--- config.mk ---
export PLATFORM = sky130hd
export DESIGN_NAME = ssfc_top
export DESIGN_NICKNAME = d
export VERILOG_FILES = /design/src/hdl/ssfc_pkg.sv /design/src/hdl/ssfc_top.sv
export SDC_FILE = /design/constraint.sdc
export NUM_CORES = 1
export LEC_CHECK = 0
export CELL_PAD_IN_SITES_DETAIL_PLACEMENT = 0
export CELL_PAD_IN_SITES_GLOBAL_PLACEMENT = 1
export CORE_MARGIN = 1
export CORE_UTILIZATION = 56
export CTS_CLUSTER_DIAMETER = 100
export CTS_CLUSTER_SIZE = 16
export DETAILED_ROUTE_END_ITERATION = 10
export DONT_BUFFER_PORTS = 1
export PLACE_DENSITY = 0.94
export SLEW_MARGIN = 0
export SYNTH_ARGS = -nofsm -noshare
export SYNTH_HDL_FRONTEND = slang
export SYNTH_SLANG_ARGS = --single-unit
--- constraint.sdc ---
create_clock -name mclk -period 18.3 [get_ports mclk]
set_input_delay 5.49 -clock mclk [delete_from_list [all_inputs] [get_ports mclk]]
set_output_delay 5.49 -clock mclk [all_outputs]
set_load 0.05 [all_outputs]
--- src/hdl/ssfc_pkg.sv ---
// Constants and types for the sideband scaling and frame control block
//********************************************************************
//********************************************************************
package ssfc_pkg;

    //********************************************************************
    // Register map
    //********************************************************************
    localparam logic [7:0] REG_CTRL       = 8'h00;
    localparam logic [7:0] REG_TIME_WEEK  = 8'h04;
    localparam logic [7:0] REG_TIME_SEC   = 8'h08;
    localparam logic [7:0] REG_CMD        = 8'h0C;
    localparam logic [7:0] REG_FRAME_NUM  = 8'h10;
    localparam logic [7:0] REG_STATUS     = 8'h14;

    // Control fields
    localparam int CTRL_RBW  = 0;
    localparam int CTRL_HPID = 1;
    localparam int CTRL_PL   = 2;
    localparam int CTRL_AAB  = 3;
    localparam int CTRL_MODE = 4;
    localparam int CMD_LOAD  = 0;
    localparam int STAT_MODE = 8;

    localparam logic [4:0] MODE_HYBRID      = 5'h01;
    localparam logic [4:0] MODE_ALL_DIGITAL = 5'h02;

    // Time base
    localparam logic [33:0] SEC_PER_WEEK     = 34'h0000093A80;
    localparam int unsigned BLOCKS_PER_FRAME = 8;
    localparam logic [3:0]  BLOCK_LAST       = 4'h7;
    localparam int unsigned BLOCK_CYCLES_DEF = 1000000;
    localparam logic [15:0] RATE_MUL_DEF     = 16'hAC44;
    localparam int          RATE_SHIFT_DEF   = 16;

    typedef enum logic [2:0] {
        SC_OFF      = 3'h0,
        SC_HYB_LOW  = 3'h1,
        SC_HYB_MED  = 3'h2,
        SC_HYB_HIGH = 3'h3,
        SC_AD_STD   = 3'h4,
        SC_AD_HIGH  = 3'h5,
        SC_AD_ENH   = 3'h6
    } ssfc_scale_t;

endpackage

--- src/hdl/ssfc_top.sv ---
// Sideband scaling selection, frame numbering and block counting
`timescale 1ns/1ps
module ssfc_top
    import ssfc_pkg::*;
#(
    parameter int unsigned BLOCK_CYCLES = BLOCK_CYCLES_DEF,
    parameter logic [15:0] RATE_MUL     = RATE_MUL_DEF,
    parameter int          RATE_SHIFT   = RATE_SHIFT_DEF
) (
    // Clock and reset
    input  wire logic        mclk,
    input  wire logic        nrst,
    // Register port
    input  wire logic [7:0]  addr,
    input  wire logic [31:0] wdata,
    input  wire logic        wr,
    input  wire logic        rd,
    output logic [31:0]      rdata,
    // Scale selections to the subcarrier mapper
    output ssfc_scale_t      sid2_scale,
    output ssfc_scale_t      sid1_scale,
    output ssfc_scale_t      secondary_scale,
    output ssfc_scale_t      tertiary_scale,
    // Indicators for the reference carrier sequence
    output logic             ind_reduced_bw,
    output logic             ind_high_power_id,
    output logic             ind_power_level,
    output logic             audio_8khz,
    output logic [2:0]       ref_block_count,
    // Control channel to layer 2
    output logic [31:0]      l2_frame_number,
    output logic             l2_frame_strobe,
    output logic [2:0]       l2_block_count,
    output logic             l2_block_strobe
);

    //********************************************************************
    // Staged software controls
    //********************************************************************
    logic        reduced_bandwidth;
    logic        high_power_id;
    logic        power_level;
    logic        audio_bandwidth_select;
    logic [4:0]  service_mode;
    logic [9:0]  week;
    logic [3:0]  epoch_count;
    logic [19:0] week_seconds;
    logic        load_pend;
    logic [4:0]  applied_mode;

    wire wr_ctrl = wr && (addr == REG_CTRL);
    wire wr_cmd  = wr && (addr == REG_CMD);

    // Writes land in staging only; nothing reaches the mapper mid-frame
    always_ff @(posedge mclk or negedge nrst) begin
        if (!nrst) begin
            reduced_bandwidth      <= 1'b0;
            high_power_id          <= 1'b0;
            power_level            <= 1'b0;
            audio_bandwidth_select <= 1'b0;
            service_mode           <= 5'h00;
        end else if (wr_ctrl) begin
            reduced_bandwidth      <= wdata[CTRL_RBW];
            high_power_id          <= wdata[CTRL_HPID];
            power_level            <= wdata[CTRL_PL];
            audio_bandwidth_select <= wdata[CTRL_AAB];
            service_mode           <= wdata[CTRL_MODE +: 5];
        end
    end

    always_ff @(posedge mclk or negedge nrst) begin
        if (!nrst) begin
            week         <= 10'h000;
            epoch_count  <= 4'h0;
            week_seconds <= 20'h00000;
        end else if (wr && addr == REG_TIME_WEEK) begin
            week        <= wdata[9:0];
            epoch_count <= wdata[13:10];
        end else if (wr && addr == REG_TIME_SEC) begin
            week_seconds <= wdata[19:0];
        end
    end

    //********************************************************************
    // Block and frame timing
    //********************************************************************
    logic [31:0] cycle_cnt;
    logic [3:0]  block_count;
    logic        block_tick;
    logic        frame_tick;

    assign block_tick = (cycle_cnt == 32'(BLOCK_CYCLES - 1));
    assign frame_tick = block_tick && (block_count == BLOCK_LAST);

    always_ff @(posedge mclk or negedge nrst) begin
        if (!nrst) begin
            cycle_cnt <= 32'h00000000;
        end else if (block_tick) begin
            cycle_cnt <= 32'h00000000;
        end else begin
            cycle_cnt <= cycle_cnt + 32'h00000001;
        end
    end

    // Top bit never set: the counter wraps at the last block
    always_ff @(posedge mclk or negedge nrst) begin
        if (!nrst) begin
            block_count <= 4'h0;
        end else if (frame_tick) begin
            block_count <= 4'h0;
        end else if (block_tick) begin
            block_count <= block_count + 4'h1;
        end
    end

    //********************************************************************
    // Absolute frame number
    //********************************************************************
    // Epoch count extends the week number so a rollover does not reset time
    logic [13:0] total_weeks;
    logic [33:0] elapsed_sec;
    logic [49:0] scaled_sec;
    logic [31:0] frame_calc;
    logic [31:0] frame_number;

    assign total_weeks = {epoch_count, week};
    assign elapsed_sec = 34'(total_weeks) * SEC_PER_WEEK + 34'(week_seconds);
    assign scaled_sec  = 50'(elapsed_sec) * 50'(RATE_MUL);
    assign frame_calc  = scaled_sec[RATE_SHIFT +: 32];

    // A load request raised in the boundary cycle survives for the next one
    always_ff @(posedge mclk or negedge nrst) begin
        if (!nrst) begin
            load_pend <= 1'b0;
        end else if (wr_cmd && wdata[CMD_LOAD]) begin
            load_pend <= 1'b1;
        end else if (frame_tick) begin
            load_pend <= 1'b0;
        end
    end

    always_ff @(posedge mclk or negedge nrst) begin
        if (!nrst) begin
            frame_number <= 32'h00000000;
        end else if (frame_tick) begin
            frame_number <= load_pend ? frame_calc : frame_number + 32'h00000001;
        end
    end

    //********************************************************************
    // Scale selection, computed from staging and applied at the boundary
    //********************************************************************
    ssfc_scale_t next_sid2;
    ssfc_scale_t next_sid1;
    ssfc_scale_t next_sec;
    ssfc_scale_t next_ter;
    logic        next_aab;

    always_comb begin
        next_sid2 = SC_OFF;
        next_sid1 = SC_OFF;
        next_sec  = SC_OFF;
        next_ter  = SC_OFF;
        next_aab  = 1'b0;
        if (service_mode == MODE_HYBRID) begin
            next_aab = audio_bandwidth_select;
            if (reduced_bandwidth) begin
                next_sid2 = SC_HYB_HIGH;
                next_sid1 = SC_OFF;
                next_sec  = SC_OFF;
                next_ter  = SC_OFF;
            end else begin
                if (high_power_id) begin
                    next_sid2 = SC_HYB_HIGH;
                end else if (power_level) begin
                    next_sid2 = SC_HYB_MED;
                end else begin
                    next_sid2 = SC_HYB_LOW;
                end
                next_sid1 = power_level ? SC_HYB_HIGH : SC_HYB_LOW;
                next_sec  = power_level ? SC_HYB_HIGH : SC_HYB_LOW;
                next_ter  = power_level ? SC_HYB_HIGH : SC_HYB_LOW;
            end
        end else if (service_mode == MODE_ALL_DIGITAL) begin
            if (reduced_bandwidth || high_power_id) begin
                next_sid2 = SC_AD_HIGH;
                next_sid1 = SC_AD_HIGH;
            end else begin
                next_sid2 = SC_AD_STD;
                next_sid1 = SC_AD_STD;
            end
            next_sec = reduced_bandwidth ? SC_OFF : SC_AD_ENH;
            next_ter = reduced_bandwidth ? SC_OFF : SC_AD_ENH;
        end
    end

    always_ff @(posedge mclk or negedge nrst) begin
        if (!nrst) begin
            sid2_scale        <= SC_OFF;
            sid1_scale        <= SC_OFF;
            secondary_scale   <= SC_OFF;
            tertiary_scale    <= SC_OFF;
            audio_8khz        <= 1'b0;
            ind_reduced_bw    <= 1'b0;
            ind_high_power_id <= 1'b0;
            ind_power_level   <= 1'b0;
            applied_mode      <= 5'h00;
        end else if (frame_tick) begin
            sid2_scale        <= next_sid2;
            sid1_scale        <= next_sid1;
            secondary_scale   <= next_sec;
            tertiary_scale    <= next_ter;
            audio_8khz        <= next_aab;
            ind_reduced_bw    <= reduced_bandwidth;
            ind_high_power_id <= high_power_id;
            ind_power_level   <= power_level;
            applied_mode      <= service_mode;
        end
    end

    //********************************************************************
    // Control channel to layer 2 and reference carrier count
    //********************************************************************
    // Frame number leaves here and through REG_FRAME_NUM reads; the broadcast side sees the count alone
    always_ff @(posedge mclk or negedge nrst) begin
        if (!nrst) begin
            l2_frame_number <= 32'h00000000;
            l2_frame_strobe <= 1'b0;
        end else begin
            l2_frame_strobe <= frame_tick;
            if (frame_tick) begin
                l2_frame_number <= load_pend ? frame_calc : frame_number + 32'h00000001;
            end
        end
    end

    always_ff @(posedge mclk or negedge nrst) begin
        if (!nrst) begin
            l2_block_count  <= 3'h0;
            ref_block_count <= 3'h0;
            l2_block_strobe <= 1'b0;
        end else begin
            l2_block_strobe <= block_tick;
            if (block_tick) begin
                l2_block_count  <= frame_tick ? 3'h0 : 3'(block_count + 4'h1);
                ref_block_count <= frame_tick ? 3'h0 : 3'(block_count + 4'h1);
            end
        end
    end

    //********************************************************************
    // Register read
    //********************************************************************
    always_ff @(posedge mclk or negedge nrst) begin
        if (!nrst) begin
            rdata <= 32'h00000000;
        end else if (rd) begin
            unique case (addr)
                REG_CTRL:      rdata <= {23'h000000, service_mode, audio_bandwidth_select,
                                         power_level, high_power_id, reduced_bandwidth};
                REG_TIME_WEEK: rdata <= {18'h00000, epoch_count, week};
                REG_TIME_SEC:  rdata <= {12'h000, week_seconds};
                REG_FRAME_NUM: rdata <= frame_number;
                REG_STATUS:    rdata <= {19'h00000, applied_mode, 4'h0, block_count};
                default:       rdata <= 32'h00000000;
            endcase
        end else begin
            rdata <= 32'h00000000;
        end
    end
endmodule

==> impl_metrics.env <==
export IMPL_status="completed"
export IMPL_async_flop_share_pct=100
export IMPL_syn2layout_area_growth_pct=5.08
export IMPL_syn_inst=1855
export IMPL_p_comb_share_pct=78.8
export IMPL_setup_viol=0
export IMPL_insertion_delay_ns=0.43
export IMPL_tns_ns=0
export IMPL_drive_gt1_share_pct=6.51
export IMPL_whs_ns=0.465
export IMPL_netSwitchingFraction_pct=50.4
export IMPL_synth_top_area_cell="dfrtp_1"
export IMPL_grt_pass1_wl_um=70300
export IMPL_cts_sinks=163
export IMPL_cts_setup_buffers=0
export IMPL_max_cap_violations=0
export IMPL_fin_crit_ns=11.50
export IMPL_synth_common_cells="318 x inv_1, 280 x ha_1, 163 x dfrtp_1"
export IMPL_synth_seq_cells=163
export IMPL_post_cts_resized=0
export IMPL_grt_antenna_before_repair=0
export IMPL_powerDensity_mw_per_mm2=182
export IMPL_fp_row_count=65
export IMPL_cts_htree_levels=4
export IMPL_grt_usage_pct=27.0
export IMPL_clkTransAtPathRegs_ns=0.07
export IMPL_cts_root_buf="clkbuf_16"
export IMPL_portBuffers=0
export IMPL_drt_total_wl_um=43000
export IMPL_p_leak_nw=10.4
export IMPL_ys_warn_count=0
export IMPL_fin_nets=2316
export IMPL_numCtsBuffers=17
export IMPL_hold_viol=0
export IMPL_holdBufCountCts=0
export IMPL_holdPathStages=2
export IMPL_clock_path_buffers=2
export IMPL_drcViolationCount=0
export IMPL_synth_ff_type="dfrtp_1"
export IMPL_internal_power_w=0.00171
export IMPL_synth_edf_count=0
export IMPL_min_path_type="flop to flop"
export IMPL_synth_area_sq_mm=0.0180
export IMPL_synth_most_common_cell="inv_1"
export IMPL_dr_pass1_iters=6
export IMPL_io_pins=132
export IMPL_total_power_w=0.00344
export IMPL_critPathArrivalTime_ns=11.79
export IMPL_finalCoreUtilization_pct=59.9
export IMPL_tritoncts="yes"
export IMPL_pwr_share_seq_pct=11.1
export IMPL_crit_path_start_kind="flop"
export IMPL_irDropWorstVdd_uv=257
export IMPL_max_stage_delay_ns=0.66
export IMPL_synthTopCellsByArea="dfrtp_1 23%, ha_1 19%, fa_1 18%"
export IMPL_path_max_fanout=8
export IMPL_overflow=0
export IMPL_cp_slowest_cell="dfrtp_1"
export IMPL_wl_per_cell_um=19.1
export IMPL_fmax_mhz=87.0
export IMPL_worst_slew_pin_slew_ns=1.12
export IMPL_start_util_pct=57.0
export IMPL_vias_per_cell=5.96
export IMPL_synthDistinctLibCells=85
export IMPL_synth_top_area_share_pct=22.7
export IMPL_ant_nets=0
export IMPL_crit_required_ns=18.59
export IMPL_dieArea_sq_mm=0.0328
export IMPL_gp_congestion=0.924
export IMPL_core_area_sq_mm=0.0316
export IMPL_syn_num_nets=2340
export IMPL_r2r_cells=40
export IMPL_post_route_period_util_pct=62.8
export IMPL_drt_iter0_markers=990
export IMPL_p_clk_share_pct=10.2
export IMPL_path_class="flop to flop"
export IMPL_syn_avg_cell_area_sq_um=9.69
export IMPL_p_sw_w=0.00173
export IMPL_grt_max_degree=164
export IMPL_hpwlAfterDp_um=34200
export IMPL_vias=13400
export IMPL_slew_viol_final=0
export IMPL_maxSlewHeadroom_pct=25.6
export IMPL_yosysSeqAreaShare_pct=22.7
export IMPL_die_w_um=181
export IMPL_diodes=0
export IMPL_rsz0062_at_grt="no"
export IMPL_die_h_um=181
export IMPL_endpoint_kind="flop"
export IMPL_skew_ns=0.00843
export IMPL_grt_pass1_vias=13700
[critical path, delay by kind of cell, from the launching register on]
family	cells	cell delay, ns
AOI/OAI and AO/OA	13	2.95
buffers and inverters	8	0.92
and+or+nand+nor	2	0.19
adders and majority gates	14	5.69
xor gates and xnor gates	3	0.94
DFF	1	0.66
[layer usage]
layer  global-route usage, %  vias to the layer above  part of all wire, %
li1                        -                     6220                    -
met5                       0                        -                    0
met2                    45.8                      448                   48
met3                    5.48                       97                  7.2
met1                    34.3                     6614                   42
met4                    8.92                        0                  3.0
[cell type report]
cell class	count	area, sq um
clock buffers	17	425
clock inverters	15	145
fillers	2630	12700
inverters	318	1190
multi-input cells	1322	12500
flip-flops and latches	163	4080
well taps	402	503
repair buffers	9	67.6
[path summary, 6_finish.rpt]
path | startpoint | slack [ns] | to
max | week[1]$_DFFE_PN0P_ | 6.80 | l2_frame_number[29]$_DFFE_PN0P_
min | applied_mode[1]$_DFFE_PN0P_ | 0.47 | applied_mode[1]$_DFFE_PN0P_
max reg2reg | week[1]$_DFFE_PN0P_ | 6.80 | l2_frame_number[29]$_DFFE_PN0P_
min reg2reg | applied_mode[1]$_DFFE_PN0P_ | 0.47 | applied_mode[1]$_DFFE_PN0P_
max in group asynchronous | nrst | 13.38 | week_seconds[13]$_DFFE_PN0P_
min in group asynchronous | nrst | 4.75 | cycle_cnt[17]$_DFF_PN0_
[logic make-up (layout without fill, tap and decap cells)]
logic type               Yosys count  count (layout)  synth area share [%]
flip-flops                       163             163                  22.7
XOR/XNOR                         115             115                  6.01
AND/OR/NAND/NOR                  395             395                  10.7
buffers and inverters            370             359                  7.96
multiplexers                      60              60                  3.70
adder cells (fa/ha/maj)          441             441                  37.4
AO/OA/AOI/OAI                    311             311                  11.5
[metrics by stage]
step / cell area (sq um) / worst slack [ns] / instances
2_1_floorplan: 18000 / 8.22 / 1855
3_3_place_gp: 18300 / 7.08 / 2214
3_5_place_dp: 18300 / 6.86 / 2214
4_1_cts: 18900 / 6.83 / 2246
5_1_grt: 18900 / 6.06 / 2246
6_report: 18900 / 6.80 / 2246
[placed cells by master (no fill, tap or decap), types with 4 or more instances in the layout]
cell type    n
o211ai_1     5
and2_1       9
buf_4        9
xnor2_1     69
o21ai_0     48
xor2_1      39
and3_1      27
nor2b_1     16
a222oi_1    13
a21o_1      27
nand2b_1     6
o31a_1       4
clkbuf_16   17
o21bai_1     8
nand3_1     48
nor2_1      99
fa_1       161
dfrtp_1    163
o22ai_1     10
o21ai_1     11
mux2_2      52
nor3_1      18
a211oi_1    12
nor4_1       8
inv_6        6
a21oi_1     93
nand2_1    108
a22oi_1      8
o22a_1       8
inv_1      318
ha_1       280
or3_1        8
o21a_1      11
a31oi_1     13
mux2i_1      8
nand4_1     24
[power groups by stage]
stage	clock network, W	registers [W]	logic (W)
floorplan	0	0.000378	0.00215
global placement	0	0.000387	0.00264
detailed placement	0	0.000387	0.00269
CTS	0.000351	0.000380	0.00272
global route	0.000365	0.000381	0.00311
finish	0.000350	0.000381	0.00271
[sequential cells by signal, indices dropped and copies added (netlist names), 4 cells and up]
signal	count
l2_frame_number	32
service_mode	5
cycle_cnt	32
epoch_count	4
applied_mode	5
rdata	32
week	10
week_seconds	20
Note: power is estimated with default switching activity, not from simulation.
